[config.mk]
export PLATFORM = sky130hd
export DESIGN_NAME = audio_port_pin_routing
export DESIGN_NICKNAME = d
export VERILOG_FILES = /design/src/common/pin_routing_pkg.sv /design/src/design/pin_source_select.sv /design/src/design/port_plan.sv /design/src/design/audio_port_pin_routing.sv
export VERILOG_INCLUDE_DIRS = /design/src /design/src/common
export SDC_FILE = /design/constraint.sdc
export NUM_CORES = 1
export LEC_CHECK = 0
export BUFFER_PORTS_ARGS = -buffer_cell sky130_fd_sc_hd__buf_2
export CAP_MARGIN = 30
export CELL_PAD_IN_SITES_DETAIL_PLACEMENT = 1
export CELL_PAD_IN_SITES_GLOBAL_PLACEMENT = 1
export CORE_UTILIZATION = 42
export DETAILED_ROUTE_END_ITERATION = 10
export PLACE_DENSITY_LB_ADDON = 0.1
export SLEW_MARGIN = 20
export SYNTH_ARGS = -nofsm -noshare
export SYNTH_HDL_FRONTEND = slang
export SYNTH_SLANG_ARGS = --single-unit
[constraint.sdc]
create_clock -name clk_sys -period 5.5 [get_ports clk_sys]
set_input_delay 0.825 -clock clk_sys [delete_from_list [all_inputs] [get_ports clk_sys]]
set_output_delay 0.825 -clock clk_sys [all_outputs]
set_load 0.01 [all_outputs]
[src/common/pin_routing_cfg.svh]
/*
 * Register offsets, field positions, write masks and reset values for the
 * audio port pin routing block.
 * Assumes the includer sees this file by its bare name on the include path.
 */
`ifndef PIN_ROUTING_CFG_SVH
`define PIN_ROUTING_CFG_SVH

// ****************************************
// Offsets, reset values, write masks
// ****************************************
`define ADDR_PIN_FUNC_A   8'h14
`define ADDR_BIAS_PIN     8'h15
`define ADDR_PORT_ENABLE  8'h18
`define ADDR_PIN_ALLOC    8'h19
`define RST_PIN_FUNC_A    8'h00
`define RST_BIAS_PIN      8'h00
`define RST_PORT_ENABLE   8'h40
`define RST_PIN_ALLOC     8'h00
`define WMASK_PIN_FUNC_A  8'hff
`define WMASK_BIAS_PIN    8'hc0
`define WMASK_PORT_ENABLE 8'hff
`define WMASK_PIN_ALLOC   8'hf8

// ****************************************
// Field positions
// ****************************************
`define MIC_OVRD_BIT      7
`define SHARED_OUT_BIT    6
`define ADC_SEL_HI        5
`define ADC_SEL_LO        4
`define DAC_SEL_HI        3
`define DAC_SEL_LO        2
`define POWER_LIMIT_BIT   1
`define GAIN_BIT          0
`define BIAS_SEL_HI       7
`define BIAS_SEL_LO       6
`define PRI_DIS_BIT       7
`define SEC_DIS_BIT       6
`define GANG_BIT          5
`define CHAIN_HI          4
`define CHAIN_LO          3
`define CHAIN_IN_HI       2
`define CHAIN_IN_LO       0
`define OUT_ALLOC_HI      7
`define OUT_ALLOC_LO      6
`define IN_ALLOC_HI       5
`define IN_ALLOC_LO       4
`define CHAIN_DIR_BIT     3

`endif

[src/common/pin_routing_pkg.sv]
/*
 * Types shared by the pin routing block and its helpers.
 * Assumes nothing beyond a SystemVerilog compiler.
 */
package pin_routing_pkg;
    typedef enum logic [1:0] {
        PICK_NONE        = 2'b00,
        PICK_PIN_ONE     = 2'b01,
        PICK_PIN_TWO     = 2'b10,
        PICK_INPUT_THREE = 2'b11
    } pin_pick_t;

    typedef enum logic [1:0] {
        CHAIN_OFF       = 2'b00,
        CHAIN_PRIMARY   = 2'b01,
        CHAIN_SECONDARY = 2'b10,
        CHAIN_RESERVED  = 2'b11
    } chain_mode_t;

    typedef enum logic [1:0] {
        ALLOC_SPLIT     = 2'b00,
        ALLOC_PRIMARY   = 2'b01,
        ALLOC_SECONDARY = 2'b10,
        ALLOC_RESERVED  = 2'b11
    } alloc_t;

    typedef struct packed {
        logic serial_in;
        logic general_input_three;
        logic general_pin_two;
        logic general_pin_one;
    } pins_t;

    typedef struct packed {
        logic       primary_enable;
        logic       secondary_enable;
        logic       secondary_follows_primary;
        logic       chain_dir_input;
        logic [1:0] primary_out_lanes;
        logic [1:0] secondary_out_lanes;
        logic [1:0] primary_in_lanes;
        logic [1:0] secondary_in_lanes;
    } port_status_t;
endpackage : pin_routing_pkg

[src/design/pin_source_select.sv]
/*
 * One pin selector: picks none, first, second or third general input.
 * Assumes pin levels are already synchronous to the system clock.
 */
`timescale 1ns/1ps
module pin_source_select
    import pin_routing_pkg::*;
(
    // Selection
    input  pin_pick_t pick,
    input  pins_t     pins,
    // Result
    output logic      picked
);
    always_comb
    begin
        unique case (pick)
            PICK_NONE:        picked = 1'b0;
            PICK_PIN_ONE:     picked = pins.general_pin_one;
            PICK_PIN_TWO:     picked = pins.general_pin_two;
            PICK_INPUT_THREE: picked = pins.general_input_three;
        endcase
    end
endmodule : pin_source_select

[src/design/port_plan.sv]
/*
 * Decodes port enable, ganging, chaining and pin allocation fields.
 * Assumes raw register bytes from the pin routing register file.
 */
`timescale 1ns/1ps
`include "pin_routing_cfg.svh"
module port_plan
    import pin_routing_pkg::*;
(
    // Register fields
    input  logic [7:0]   enable_chain_reg,
    input  logic [7:0]   pin_alloc_reg,
    // Decoded plan
    output port_status_t status
);
    chain_mode_t chain;
    alloc_t      out_alloc;
    alloc_t      in_alloc;

    // Reserved three falls back to the harmless setting
    assign chain     = chain_mode_t'(enable_chain_reg[`CHAIN_HI:`CHAIN_LO]);
    assign out_alloc = alloc_t'(pin_alloc_reg[`OUT_ALLOC_HI:`OUT_ALLOC_LO]);
    assign in_alloc  = alloc_t'(pin_alloc_reg[`IN_ALLOC_HI:`IN_ALLOC_LO]);

    always_comb
    begin
        status = '0;
        status.primary_enable = !enable_chain_reg[`PRI_DIS_BIT]
            && (chain != CHAIN_SECONDARY);
        status.secondary_enable = !enable_chain_reg[`SEC_DIS_BIT]
            && (chain != CHAIN_PRIMARY);
        status.secondary_follows_primary =
            enable_chain_reg[`GANG_BIT];
        status.chain_dir_input = pin_alloc_reg[`CHAIN_DIR_BIT];
        unique case (out_alloc)
            ALLOC_PRIMARY:   status.primary_out_lanes   = 2'h2;
            ALLOC_SECONDARY: status.secondary_out_lanes = 2'h2;
            default:
            begin
                status.primary_out_lanes   = 2'h1;
                status.secondary_out_lanes = 2'h1;
            end
        endcase
        unique case (in_alloc)
            ALLOC_PRIMARY:   status.primary_in_lanes   = 2'h2;
            ALLOC_SECONDARY: status.secondary_in_lanes = 2'h2;
            default:
            begin
                status.primary_in_lanes   = 2'h1;
                status.secondary_in_lanes = 2'h1;
            end
        endcase
        // One port, one output and one input pin while chaining
        unique case (chain)
            CHAIN_PRIMARY:
            begin
                status.primary_out_lanes   = 2'h1;
                status.primary_in_lanes    = 2'h1;
                status.secondary_out_lanes = 2'h0;
                status.secondary_in_lanes  = 2'h0;
            end
            CHAIN_SECONDARY:
            begin
                status.secondary_out_lanes = 2'h1;
                status.secondary_in_lanes  = 2'h1;
                status.primary_out_lanes   = 2'h0;
                status.primary_in_lanes    = 2'h0;
            end
            default:
            begin
            end
        endcase
    end
endmodule : port_plan

[src/design/audio_port_pin_routing.sv]
/*
 * Pin routing and audio serial port configuration: four control registers
 * on the control port, pin muxing of microphone data, power down, power
 * limit, gain adjust, bias enable, shared output pin and chain input.
 * Assumes pins are synchronous to clk_sys and the control port issues
 * single-cycle read and write strobes.
 */
`timescale 1ns/1ps
`include "pin_routing_cfg.svh"
module audio_port_pin_routing
    import pin_routing_pkg::*;
(
    // Clock and reset
    input  logic         clk_sys,
    input  logic         reset,
    // Control port
    input  logic [7:0]   reg_addr,
    input  logic         reg_write,
    input  logic [7:0]   reg_wdata,
    input  logic         reg_read,
    output logic [7:0]   reg_rdata,
    // Device pins
    input  pins_t        pins,
    input  logic         serial_out_return,
    output logic         serial_out_pin,
    output logic         serial_out_oe,
    // Core side controls
    input  pin_pick_t    mic_pair_a_source,
    input  pin_pick_t    mic_pair_b_source,
    input  logic         adc_register_powerdown,
    input  logic         dac_register_powerdown,
    input  logic         dout_ordinary,
    input  logic         port_tx_data,
    input  logic         port_tx_drive,
    // Routed functions
    output logic         mic_pair_a_data,
    output logic         mic_pair_b_data,
    output logic         adc_powerdown,
    output logic         dac_powerdown,
    output logic         power_limit_function,
    output logic         gain_adjust_function,
    output logic         mic_bias_supply,
    output logic         port_rx_data,
    output logic         chain_in_data,
    output logic         chain_in_valid,
    output port_status_t port_status
);
    localparam int NUM_SEL = 5;

    logic [7:0]   pin_function_config_a;
    logic [7:0]   bias_pin_config;
    logic [7:0]   serial_port_enable_chain;
    logic [7:0]   serial_port_pin_alloc;
    logic         mic_data_select_override;
    logic         shared_out;
    pin_pick_t    picks  [NUM_SEL];
    pins_t        routed [NUM_SEL];
    logic [NUM_SEL-1:0] picked;
    port_status_t next_port_status;
    logic         next_chain_in_data;
    logic         next_chain_in_valid;
    logic [7:0]   next_reg_rdata;

    // ****************************************
    // Register file
    // ****************************************
    // Reserved bits are masked so they always read zero
    always_ff @(posedge clk_sys)
    begin
        if (reset)
        begin
            pin_function_config_a    <= `RST_PIN_FUNC_A;
            bias_pin_config          <= `RST_BIAS_PIN;
            serial_port_enable_chain <= `RST_PORT_ENABLE;
            serial_port_pin_alloc    <= `RST_PIN_ALLOC;
        end
        else if (reg_write)
        begin
            unique case (reg_addr)
                `ADDR_PIN_FUNC_A:
                    pin_function_config_a <= reg_wdata & `WMASK_PIN_FUNC_A;
                `ADDR_BIAS_PIN:
                    bias_pin_config <= reg_wdata & `WMASK_BIAS_PIN;
                `ADDR_PORT_ENABLE:
                    serial_port_enable_chain <=
                        reg_wdata & `WMASK_PORT_ENABLE;
                `ADDR_PIN_ALLOC:
                    serial_port_pin_alloc <= reg_wdata & `WMASK_PIN_ALLOC;
                default:
                begin
                end
            endcase
        end
    end

    always_comb
    begin
        unique case (reg_addr)
            `ADDR_PIN_FUNC_A:  next_reg_rdata = pin_function_config_a;
            `ADDR_BIAS_PIN:    next_reg_rdata = bias_pin_config;
            `ADDR_PORT_ENABLE: next_reg_rdata = serial_port_enable_chain;
            `ADDR_PIN_ALLOC:   next_reg_rdata = serial_port_pin_alloc;
            default:           next_reg_rdata = 8'h00;
        endcase
    end

    // Read data holds until the next read strobe
    always_ff @(posedge clk_sys)
    begin
        if (reset)
            reg_rdata <= 8'h00;
        else if (reg_read)
            reg_rdata <= next_reg_rdata;
    end

    // ****************************************
    // Pin selectors
    // ****************************************
    assign mic_data_select_override = pin_function_config_a[`MIC_OVRD_BIT];
    assign shared_out = pin_function_config_a[`SHARED_OUT_BIT];
    assign picks[0] = mic_pair_a_source;
    assign picks[1] = mic_pair_b_source;
    assign picks[2] =
        pin_pick_t'(pin_function_config_a[`ADC_SEL_HI:`ADC_SEL_LO]);
    assign picks[3] =
        pin_pick_t'(pin_function_config_a[`DAC_SEL_HI:`DAC_SEL_LO]);
    assign picks[4] =
        pin_pick_t'(bias_pin_config[`BIAS_SEL_HI:`BIAS_SEL_LO]);

    generate
        for (genvar i = 0; i < NUM_SEL; i++)
        begin : g_sel
            // Mic pairs only: third input swapped for serial input
            always_comb
            begin
                routed[i] = pins;
                if ((i < 2) && mic_data_select_override)
                    routed[i].general_input_three = pins.serial_in;
            end
            pin_source_select u_sel (
                .pick   (picks[i]),
                .pins   (routed[i]),
                .picked (picked[i])
            );
        end
    endgenerate

    // ****************************************
    // Routed functions
    // ****************************************
    always_ff @(posedge clk_sys)
    begin
        if (reset)
        begin
            mic_pair_a_data <= 1'b0;
            mic_pair_b_data <= 1'b0;
        end
        else
        begin
            mic_pair_a_data <= picked[0];
            mic_pair_b_data <= picked[1];
        end
    end

    // Either source may force power down; neither can hold power on
    always_ff @(posedge clk_sys)
    begin
        if (reset)
        begin
            adc_powerdown <= 1'b0;
            dac_powerdown <= 1'b0;
        end
        else
        begin
            adc_powerdown <= picked[2] | adc_register_powerdown;
            dac_powerdown <= picked[3] | dac_register_powerdown;
        end
    end

    always_ff @(posedge clk_sys)
    begin
        if (reset)
        begin
            power_limit_function <= 1'b0;
            gain_adjust_function <= 1'b0;
            mic_bias_supply      <= 1'b0;
        end
        else
        begin
            power_limit_function <= pin_function_config_a[`POWER_LIMIT_BIT]
                && pins.general_pin_one;
            gain_adjust_function <= pin_function_config_a[`GAIN_BIT]
                && pins.general_pin_one;
            mic_bias_supply <= picked[4];
        end
    end

    // With shared_out set the pin drives only while the port transmits; otherwise it always drives
    always_ff @(posedge clk_sys)
    begin
        if (reset)
        begin
            serial_out_pin <= 1'b0;
            serial_out_oe  <= 1'b0;
            port_rx_data   <= 1'b0;
        end
        else if (shared_out)
        begin
            serial_out_pin <= port_tx_data;
            serial_out_oe  <= port_tx_drive;
            port_rx_data   <= serial_out_return;
        end
        else
        begin
            serial_out_pin <= dout_ordinary;
            serial_out_oe  <= 1'b1;
            port_rx_data   <= pins.serial_in;
        end
    end

    // ****************************************
    // Port plan and chain input
    // ****************************************
    port_plan u_plan (
        .enable_chain_reg (serial_port_enable_chain),
        .pin_alloc_reg    (serial_port_pin_alloc),
        .status           (next_port_status)
    );

    // Reserved codes leave the chain input disabled
    always_comb
    begin
        next_chain_in_valid = 1'b1;
        case (serial_port_enable_chain[`CHAIN_IN_HI:`CHAIN_IN_LO])
            3'h1:    next_chain_in_data = pins.general_pin_one;
            3'h2:    next_chain_in_data = pins.general_pin_two;
            3'h3:    next_chain_in_data = pins.general_input_three;
            3'h5:    next_chain_in_data = pins.serial_in;
            default:
            begin
                next_chain_in_data  = 1'b0;
                next_chain_in_valid = 1'b0;
            end
        endcase
    end

    always_ff @(posedge clk_sys)
    begin
        if (reset)
        begin
            port_status    <= '0;
            chain_in_data  <= 1'b0;
            chain_in_valid <= 1'b0;
        end
        else
        begin
            port_status    <= next_port_status;
            chain_in_data  <= next_chain_in_data;
            chain_in_valid <= next_chain_in_valid;
        end
    end

    // ****************************************
    // Checks
    // ****************************************
    property p_mic_override;
        @(posedge clk_sys) disable iff (reset)
        (!$past(reset) && $past(mic_data_select_override)
            && $past(mic_pair_a_source) == PICK_INPUT_THREE)
            |-> mic_pair_a_data == $past(pins.serial_in);
    endproperty
    a_mic_override: assert property (p_mic_override)
        else $error("mic pair a ignored override");

    property p_shared_out;
        @(posedge clk_sys) disable iff (reset)
        (!$past(reset) && $past(shared_out))
            |-> port_rx_data == $past(serial_out_return)
                && serial_out_pin == $past(port_tx_data);
    endproperty
    a_shared_out: assert property (p_shared_out)
        else $error("shared output pin misrouted");

    property p_adc_pd;
        @(posedge clk_sys) disable iff (reset)
        (!$past(reset) && $past(adc_register_powerdown)) |-> adc_powerdown;
    endproperty
    a_adc_pd: assert property (p_adc_pd)
        else $error("adc register power down lost");

    property p_dac_pd;
        @(posedge clk_sys) disable iff (reset)
        (!$past(reset) && !$past(dac_register_powerdown)
            && $past(picks[3]) == PICK_NONE) |-> !dac_powerdown;
    endproperty
    a_dac_pd: assert property (p_dac_pd)
        else $error("dac powered down without cause");

    property p_power_limit;
        @(posedge clk_sys) disable iff (reset)
        !$past(pin_function_config_a[`POWER_LIMIT_BIT])
            |-> !power_limit_function;
    endproperty
    a_power_limit: assert property (p_power_limit)
        else $error("power limit active while pin control off");

    property p_gain;
        @(posedge clk_sys) disable iff (reset)
        (!$past(reset) && $past(pin_function_config_a[`GAIN_BIT]))
            |-> gain_adjust_function == $past(pins.general_pin_one);
    endproperty
    a_gain: assert property (p_gain)
        else $error("gain adjust not following first pin");

    property p_bias;
        @(posedge clk_sys) disable iff (reset)
        (!$past(reset) && $past(picks[4]) == PICK_PIN_TWO)
            |-> mic_bias_supply == $past(pins.general_pin_two);
    endproperty
    a_bias: assert property (p_bias)
        else $error("bias enable not following second pin");

    property p_reset_ports;
        @(posedge clk_sys)
        $fell(reset) |-> serial_port_enable_chain[`PRI_DIS_BIT] == 1'b0
            && serial_port_enable_chain[`SEC_DIS_BIT] == 1'b1;
    endproperty
    a_reset_ports: assert property (p_reset_ports)
        else $error("port disable bits wrong after reset");

    property p_chain_excl;
        @(posedge clk_sys) disable iff (reset)
        (!$past(reset)
            && ($past(serial_port_enable_chain[`CHAIN_HI:`CHAIN_LO]) == 2'h1
            || $past(serial_port_enable_chain[`CHAIN_HI:`CHAIN_LO]) == 2'h2))
            |-> !(port_status.primary_enable
                && port_status.secondary_enable);
    endproperty
    a_chain_excl: assert property (p_chain_excl)
        else $error("both ports enabled while chaining");

    property p_out_alloc;
        @(posedge clk_sys) disable iff (reset)
        (!$past(reset)
            && $past(serial_port_pin_alloc[`OUT_ALLOC_HI:`OUT_ALLOC_LO])
                == 2'h1
            && $past(serial_port_enable_chain[`CHAIN_HI:`CHAIN_LO]) == 2'h0)
            |-> port_status.primary_out_lanes == 2'h2
                && port_status.secondary_out_lanes == 2'h0;
    endproperty
    a_out_alloc: assert property (p_out_alloc)
        else $error("output lanes not paired on primary");

    property p_chain_in;
        @(posedge clk_sys) disable iff (reset)
        (!$past(reset)
            && $past(serial_port_enable_chain[`CHAIN_IN_HI:`CHAIN_IN_LO])
                == 3'h4) |-> !chain_in_valid && !chain_in_data;
    endproperty
    a_chain_in: assert property (p_chain_in)
        else $error("reserved chain input code not disabled");
endmodule : audio_port_pin_routing

==> metrics.txt, run 1 <==
antenna fix cells=0; number of synthesized flops with an enable pin=0; library cells used by synthesis=40; Post-DP Area=roughly 2800 µm²; Synth-to-Final Area Change=19.2%; # clock sinks=55; Worst Hold Class=register to register; Hold Slack=0.467 ns; Die X=79.2 µm; synth warn=0; Hold EP=port_status[10]; post-cts hold buffer count=0; final net count=354; Cell Area, Synth=2500 µm²; post-DR wirelength/cell=16.3 µm; Post-synth top cells=dfxtp_1 (55), mux2i_1 (24), nand2b_1 (24); core area=about 5600 µm²; vias in the first global route=2,088; Worst Path Max Fanout=11; most frequent cell after synthesis=dfxtp_1; cells along the critical path=buf_2 -> or4b_4 -> or4_1 -> mux2i_1; GRT Resource Usage Total=0.216; Site Rows=27; Sum Neg Setup Slack=0 ns; WP data arrival=~2.5 ns; post-route cell area=around 3000 µm²; vias per cell=5.43; top-area cell type share of the netlist area=0.440; r2r worst-path depth=4; Cells after Synth=258; Worst slew margin=0.446; hold_sp=serial_port_enable_chain[6]; share of cells above drive strength 1=0.260; Post-Syn Nets=298; achievable frequency=439 MHz; routability cong.=approximately 0.76; Ports=between 60 and 70; sequential share of the synthesized area=0.440; reg2reg end=port_status[5]; Main synth FF type=dfxtp_1; post_cts resized=0; Worst Path Required=5.69 ns; CTS root buf=clkbuf_8; RSZ-0062 raised after global routing=false; Setup Crit Path Kind=input pin to register; worst vdd ir=around 0.11 mV; max incr delay on CP=0.71 ns; Synth async-reset ratio=0; starting density of the core=0.446; r2r setup slk=4.18 ns; antenna viol nets, final=0; Critical Path Sink Type=register; post-detail-place hpwl=4760 µm; Switching Share=0.214; htree depth=2; dominant cells by area after synthesis=dfxtp_1 (44%), mux2i_1 (9.6%), nand2b_1 (6.0%); Final Critical Period=2.28 ns; Max Clock Skew=0.00735 ns; fillcell total=approximately 700; PwrDens=260 nW/µm²; Critical-path top delay cell=or4_1; Leakage Power=1.28 nW; # setup viols final=0; post-synth top area cell=dfxtp_1; deepest clock path buffer count=2; placed insts=378; NetSw=166 µW; Slew @ Worst Pin=0.830 ns; Reg clk slew, reported paths=0.10 ns; fin util=0.532; Slew Viols, Final=0; Tcrit/Tclk final=0.414; TritonCTS Buffers=5; initial antenna violation count=0; final non-filler cell total=387; clock power share=0.397; status=completed; register area=approximately 1100 µm²; critical path launch point type=input pin; max_cap viols=0; Final Hold Viols=0; clock latency on the worst-skew pair=around 0.30 ns; grt ovf=0; Pint=610 µW; Reg power frac=0.521; Combinational Power Share=0.082; final WL=roughly 6300 µm; largest net degree at the start of global routing=54; Die Ht=79.2 µm; DRC violations left=0; initial drt markers=83; hold path depth=1; first-pass GRT wire length=10,500 µm; Yosys reg bits=55; Avg Cell Area, Syn=9.69 µm²; area occupied by multi-input gates=1280 µm²; drt pass-1 iters=4; die area=6270 µm²; worst flop-to-flop path startpoint=serial_port_enable_chain[3]; Vias=2,101; CTS tree=yes; post-CTS setup buffers=0; I/O Buffers=65
[through the flow]
stage                     worst slack [ns]  total power, mW
after floorplan                       3.13            0.449
after global placement                2.93            0.476
after detailed placement              2.78            0.477
after CTS                             3.10            0.784
after global routing                  3.18            0.807
final                                 3.22            0.776
[cell type report]
type                            count  share of cell area
Sequential cell                    55               0.369
Tap cell                           72              0.0302
Timing Repair Buffer               66               0.111
Clock inverter                      2              0.0201
Inverter                           13              0.0164
Clock buffer                        6              0.0243
Multi-Input combinational cell    173               0.429
[cell families (layout without fill, tap and decap cells)]
group,Yosys count,in the layout,share of synthesized area
DFF,55,55,0.440
muxes,27,27,0.110
AOI/OAI and AO/OA,56,56,0.151
adders and majority gates,6,6,0.0300
buffers and inverters,30,87,0.0510
and+or+nand+nor,83,83,0.215
xor gates and xnor gates,1,1,0.00350
[cell usage in the layout, fill, tap and decap left out, types with 3 or more instances in the layout]
cell,n
a211oi_1,4
inv_1,13
mux2_2,3
a31oi_1,3
nor2b_1,10
clkbuf_8,5
mux2i_1,24
nand2_1,8
o31ai_1,11
dfxtp_1,55
nor2_1,8
a22oi_1,3
nand3b_1,3
nand4_1,9
a32oi_1,3
a21oi_1,21
ha_1,6
a41oi_1,3
and2_1,4
nand2b_1,24
buf_2,66
[registers in the layout (all words and copies together) (netlist names), 2 cells and up]
| register | count |
|---|---|
| pin_function_config_a | 8 |
| serial_port_pin_alloc | 5 |
| port_status | 12 |
| serial_port_enable_chain | 8 |
| bias_pin_config | 2 |
| reg_rdata | 8 |
[per-layer routing]
layer  up-vias  global-route usage  routed length, µm
met2        53               0.370               3030
met1      1003               0.277               2960
met5         -                   0                  0
met4         0              0.0691                 92
li1       1034                   -                  -
met3        11              0.0345                229
[power by group through the flow]
stage          sequential (mW)  combinational [mW]  clock (mW)
6_report                 0.404              0.0633       0.308
5_1_grt                  0.405              0.0697       0.333
4_1_cts                  0.404              0.0634       0.316
3_5_place_dp             0.414              0.0635           0
3_3_place_gp             0.414              0.0621           0
2_1_floorplan            0.416              0.0324           0
[worst max-delay path, delay by kind of cell]
kind | cells | cell delay, ns
buffers and inverters | 1 | 0.11
and+or+nand+nor | 2 | 1.35
muxes | 1 | 0.18
[how the worst max path moves through the flow]
| stage | start | end | slack, ns | cells past startpoint |
|---|---|---|---|---|
| floorplan | reg_addr[1] | pin_function_config_a[3] | 3.13 | 5 |
| detailed placement | reg_addr[1] | reg_rdata[2] | 2.78 | 4 |
| global route | reg_addr[1] | serial_port_pin_alloc[5] | 3.18 | 4 |
| finish | reg_addr[1] | serial_port_pin_alloc[4] | 3.22 | 4 |
| CTS | reg_addr[1] | reg_rdata[2] | 3.10 | 4 |
| global placement | reg_addr[1] | serial_port_pin_alloc[6] | 2.93 | 4 |
(Power assumes the default switching activity.)
==> run 2, diff against run 1 <==
--- a/config.mk
+++ b/config.mk
@@ -10,7 +10,7 @@
 export CAP_MARGIN = 30
 export CELL_PAD_IN_SITES_DETAIL_PLACEMENT = 1
 export CELL_PAD_IN_SITES_GLOBAL_PLACEMENT = 1
-export CORE_UTILIZATION = 42
+export CORE_UTILIZATION = 39
 export DETAILED_ROUTE_END_ITERATION = 10
 export PLACE_DENSITY_LB_ADDON = 0.1
 export SLEW_MARGIN = 20
==> constraint.sdc (replaced) <==
create_clock -name clk_sys -period 2.12 [get_ports clk_sys]
set_input_delay 0.318 -clock clk_sys [delete_from_list [all_inputs] [get_ports clk_sys]]
set_output_delay 0.318 -clock clk_sys [all_outputs]
set_load 0.01 [all_outputs]
==> metrics.txt, run 2 (synthesis gave the netlist of run 1 again) <==
Critical Path Sink Type=register; Reg power frac=0.572 (+0.051); area occupied by multi-input gates=1280 µm² (unchanged); status=completed; critical path launch point type=input pin; Worst Path Max Fanout=9 (-2); max_cap viols=0 (unchanged); Worst slew margin=0.627 (+0.181); achievable frequency=599 MHz; # setup viols final=0 (unchanged); clock power share=0.330 (-0.067); r2r worst-path depth=4 (unchanged); most frequent cells in the layout=buf_2 (65), dfxtp_1 (55), nand2b_1 (24), mux2i_1 (24), a21oi_1 (21); Post-DP Area=2910 µm² (+2.2%); final WL=6500 µm (+2.9%); I/O Buffers=65 (unchanged); GRT Resource Usage Total=0.207 (-0.00900); drt pass-1 iters=4 (unchanged); Switching Share=0.244 (+0.0303); antenna viol nets, final=0 (unchanged); initial drt markers=72 (-13%); Ports=66 (unchanged); CTS root buf=clkbuf_8; Synth-to-Final Area Change=20.1%; pre-CTS setup slack=0.113 ns (-2.66 ns); vias in the first global route=2,100 (+0.57%); most common cell after layout, fill and taps aside=buf_2; Die X=82.1 µm (+3.7%); deepest clock path buffer count=2 (unchanged); antenna fix cells=0 (unchanged); Final WS setup=0.450 ns (-2.77 ns); Final Critical Period=between 1.5 and 2 ns; Slew @ Worst Pin=0.559 ns (-0.271 ns); post-route cell area=3000 µm² (+0.71%); Final Hold Viols=0 (unchanged); RSZ-0062 raised after global routing=false; CTS tree=yes; starting density of the core=0.413 (-0.0333); Sum Neg Setup Slack=0 ns (unchanged); routability cong.=0.817 (+8.2%); vias per cell=5.47 (+0.78%); fin util=0.495 (-0.0362); Setup Crit Path Kind=input pin to register; post-cts hold buffer count=0 (unchanged); WP data arrival=1.91 ns (-0.56 ns); first-pass GRT wire length=10,400 µm (-1.5%); fillcell total=738 (+5.7%); Worst Path Required=2.36 ns (-3.33 ns); share of cells above drive strength 1=0.276 (+0.0161); clock latency on the worst-skew pair=0.30 ns (about the same); Worst Hold Class=input pin to register; # clock sinks=55 (unchanged); grt ovf=0 (unchanged); die area=6740 µm² (+7.5%); post-detail-place hpwl=4940 µm (+3.6%); Max Clock Skew=0.00744 ns (+0.0000923 ns); PwrDens=611 nW/µm² (+130%); Combinational Power Share=0.098 (+0.016); Vias=2,172 (+3.4%); Site Rows=28 (+3.7%); DRC violations left=0 (unchanged); core area=6060 µm² (+8.1%); post_cts resized=0 (unchanged); largest net degree at the start of global routing=34 (-37%); r2r setup slk=0.81 ns (-3.37 ns); Leakage Power=1.29 nW (+1.3%); worst vdd ir=0.409 mV (+270%); Slew Viols, Final=0 (unchanged); htree depth=2 (unchanged); NetSw=448 µW (+170%); post-DR wirelength/cell=16.4 µm (+0.32%); final net count=361 (+2.0%); Largest Register=port_status; hold path depth=2 (+1); Tcrit/Tclk final=0.788; Pint=1.39 mW (+130%); max FFs per register=12 (unchanged); Die Ht=82.1 µm (+3.7%); initial antenna violation count=0 (unchanged); TritonCTS Buffers=5 (unchanged); post-CTS setup buffers=0 (unchanged); register area=1100 µm² (unchanged); Reg clk slew, reported paths=0.10 ns (about the same)
[run 2: changes by cell type in the layout (fill, tap and decap cells not counted)]
cell and delta:
buf_2 -1, bufinv_16 -2, clkinv_4 +1, buf_4 +8
clkbuf_8 +1
[run 2: per-stage QoR]
stage	cells	total power [mW]	hold WS, ns
after floorplan	258	1.16	0.423
after global placement	389	1.25	0.436
after detailed placement	389	1.25	0.443
after CTS	397	1.86	0.229
after global routing	397	1.91	0.236
final	397	1.83	0.234
[run 2: worst max-delay path, cell delays in order]
cell	delay, ns
buf_2	0.11
or4b_4	0.54
buf_4	0.19
nor4_4	0.50
mux2i_1	0.24
[run 2: worst paths after layout]
path                                     from                          end
hold reg to reg                  reg_rdata[7]                 reg_rdata[7]
hold / removal         adc_register_powerdown                adc_powerdown
setup / recovery                  reg_addr[1]  serial_port_enable_chain[6]
setup reg to reg  serial_port_enable_chain[3]               port_status[5]
[run 2: layout make-up]
| class | count | area share |
|---|---|---|
| well taps | 75 | 0.0313 |
| flip-flops and latches | 55 | 0.367 |
| clock inverters | 1 | 0.00292 |
| inverters | 13 | 0.0162 |
| repair buffers | 73 | 0.128 |
| multi-input cells | 173 | 0.426 |
| clock buffers | 7 | 0.0288 |
[run 2: per-layer routing]
metal | vias to the layer above | GRT usage | wire (µm)
met3 | 7 | 0.0244 | 307
met4 | 0 | 0.0614 | 80
met2 | 69 | 0.342 | 3050
li1 | 1055 | - | -
met5 | - | 0 | 0
met1 | 1041 | 0.282 | 3060
[run 2: power groups by stage]
stage / combinational (mW) / clock (mW) / sequential, mW
finish: 0.179 / 0.606 / 1.05
floorplan: 0.0841 / 0 / 1.08
CTS: 0.180 / 0.629 / 1.05
global route: 0.195 / 0.668 / 1.05
detailed placement: 0.179 / 0 / 1.07
global placement: 0.176 / 0 / 1.07
==> run 3, diff against run 2 <==
--- a/config.mk
+++ b/config.mk
@@ -6,11 +6,12 @@
 export SDC_FILE = /design/constraint.sdc
 export NUM_CORES = 1
 export LEC_CHECK = 0
+export ABC_AREA = 1
 export BUFFER_PORTS_ARGS = -buffer_cell sky130_fd_sc_hd__buf_2
 export CAP_MARGIN = 30
 export CELL_PAD_IN_SITES_DETAIL_PLACEMENT = 1
 export CELL_PAD_IN_SITES_GLOBAL_PLACEMENT = 1
-export CORE_UTILIZATION = 39
+export CORE_UTILIZATION = 33
 export DETAILED_ROUTE_END_ITERATION = 10
 export PLACE_DENSITY_LB_ADDON = 0.1
 export SLEW_MARGIN = 20
==> constraint.sdc (replaced) <==
create_clock -name clk_sys -period 1.4 [get_ports clk_sys]
set_input_delay 0.21 -clock clk_sys [delete_from_list [all_inputs] [get_ports clk_sys]]
set_output_delay 0.21 -clock clk_sys [all_outputs]
set_load 0.01 [all_outputs]
==> metrics.txt, run 3 <==
status=completed; Slew Viols, Final=0 (unchanged); most frequent cell after synthesis=dfxtp_1; Final WS setup=0.181 ns (-0.270 ns); max FFs per register=12 (unchanged); Critical Path Start=serial_port_enable_chain[3]; fillcell total=876 (+19%); Worst Hold Class=input pin to register; drt pass-1 iters=4 (unchanged); post-detail-place hpwl=4830 µm (-2.1%); Vias=2,103 (-3.2%); worst flop-to-flop path startpoint=serial_port_enable_chain[3]; antenna fix cells=0 (unchanged); core area=6760 µm² (+11%); critical path launch point type=register; most common cell after layout, fill and taps aside=buf_2; Max Clock Skew=0.00858 ns (+0.00114 ns); initial drt markers=59 (-18%); PwrDens=959 nW/µm² (+57%); GRT Resource Usage Total=0.177 (-0.0304); Final Hold Viols=0 (unchanged); DRC violations left=0 (unchanged); Worst slew margin=0.780 (+0.152); htree depth=2 (unchanged); # setup viols final=0 (unchanged); first-pass GRT wire length=10,200 µm (-1.8%); Synth-to-Final Area Change=21.2%; Slew @ Worst Pin=0.330 ns (-0.229 ns); Site Rows=30 (+7.1%); vias in the first global route=2,099 (-0.048%); top-area cell type share of the netlist area=0.478 (+0.0375); Die Ht=85.6 µm (+4.3%); CTS tree=yes; Leakage Power=1.27 nW (-1.7%); most frequent cells in the layout=buf_2 (65), dfxtp_1 (55), a21oi_1 (41); # clock sinks=55 (unchanged); CTS root buf=clkbuf_8; synth warn=0 (unchanged); Main synth FF type=dfxtp_1; I/O Buffers=65 (unchanged); antenna viol nets, final=0 (unchanged); Post-Syn Nets=328 (+10%); Final Critical Period=1.22 ns; Critical Path Sink Type=register; Tcrit/Tclk final=0.871; Setup Crit Path Kind=register to register; Cells after Synth=288 (+12%); clock latency on the worst-skew pair=0.31 ns (about the same); pre-CTS setup slack=0.0271 ns (-0.0858 ns); sequential share of the synthesized area=0.478 (+0.0375); hold_sp=port_tx_data; final net count=395 (+9.4%); post_cts resized=0 (unchanged); Die X=85.6 µm (+4.3%); deepest clock path buffer count=2 (unchanged); routability cong.=0.746 (-8.7%); Sum Neg Setup Slack=0 ns (unchanged); Largest Register=port_status; Cell Area, Synth=2300 µm² (-7.9%); dominant cells by area after synthesis=dfxtp_1 (48%), a21oi_1 (8.9%), inv_1 (6.4%); library cells used by synthesis=28 (-30%); number of synthesized flops with an enable pin=0 (unchanged); Ports=66 (unchanged); Avg Cell Area, Syn=8.00 µm² (-17%); RSZ-0062 raised after global routing=false; TritonCTS Buffers=5 (unchanged); Worst Path Required=1.59 ns (-0.77 ns); die area=7320 µm² (+8.7%); post-CTS setup buffers=0 (unchanged); post-DR wirelength/cell=14.2 µm (-13%); final WL=6170 µm (-5.2%); Yosys reg bits=55 (unchanged); post-synth top area cell=dfxtp_1; initial antenna violation count=0 (unchanged); WP data arrival=1.41 ns (-0.50 ns); Reg clk slew, reported paths=0.10 ns (about the same); starting density of the core=0.341 (-0.0716); post-cts hold buffer count=0 (unchanged); worst vdd ir=0.360 mV (-12%); max_cap viols=0 (unchanged); grt ovf=0 (unchanged); largest net degree at the start of global routing=31 (-8.8%); vias per cell=4.83 (-12%); achievable frequency=820 MHz; Synth async-reset ratio=0 (unchanged); share of cells above drive strength 1=0.268 (-0.00879); Worst Path Max Fanout=7 (-2); Post-synth top cells=dfxtp_1 (55), a21oi_1 (41), inv_1 (39)
-- run 3: cell types whose count changed after synthesis, moves of 10 or more --
cell / delta
nor2b_1: -10
nand2b_1: -24
inv_1: +26
mux2i_1: -24
nand3_1: +19
o21ai_0: +27
o31ai_1: -11
nand2_1: +28
a21oi_1: +20
-- run 3: metrics by stage --
step           total power [mW]  hold WS (ns)   util  std cells  cell area, µm²
6_report                   2.68         0.126  0.413        435            2790
5_1_grt                    2.80         0.134  0.413        435            2790
2_1_floorplan              1.74         0.331      -        288            2300
4_1_cts                    2.73         0.123  0.413        435            2790
3_3_place_gp               1.85         0.427  0.401        428            2710
3_5_place_dp               1.85         0.444  0.401        428            2710
-- run 3: cell type report --
type                            instances  area [µm²]  area share
Inverter                               42         160      0.0573
Multi-Input combinational cell        182         993       0.356
Clock buffer                            5        68.8      0.0246
Tap cell                               80         100      0.0358
Sequential cell                        55        1100       0.394
Clock inverter                          2        13.8     0.00493
Timing Repair Buffer                   69         355       0.127
-- run 3: path summary, 6_finish.rpt --
check	to	slack, ns	cells past startpoint
max reg2reg	port_status[6]	0.18	5
max	port_status[6]	0.18	5
min	serial_out_pin	0.13	3
min reg2reg	port_status[8]	0.47	2
-- run 3: kinds of logic after synthesis --
| logic type | share of synthesized area |
|---|---|
| AND/OR/NAND/NOR | 0.201 |
| AO/OA/AOI/OAI | 0.198 |
| flip-flops | 0.478 |
| buffers and inverters | 0.0912 |
| adder cells (fa/ha/maj) | 0.0326 |
-- run 3: routing by layer --
| layer | wire length, µm | track usage | vias to the layer above | part of all wire |
|---|---|---|---|---|
| li1 | - | - | 1074 | - |
| met1 | 3000 | 0.234 | 987 | 0.49 |
| met2 | 2910 | 0.300 | 37 | 0.47 |
| met3 | 204 | 0.0346 | 5 | 0.033 |
| met4 | 49 | 0.0409 | 0 | 0.0079 |
| met5 | 0 | 0 | - | 0 |
-- run 3: critical path, stage by stage (launching register included) --
cell,delay (ns)
dfxtp_1,0.35
inv_1,0.07
ha_1,0.42
inv_1,0.09
nand2_1,0.10
a21oi_1,0.07
-- run 3: where the power goes --
part,switching (mW),internal [mW]
registers,0.00554,1.59
logic,0.142,0.0811
clock network,0.520,0.344
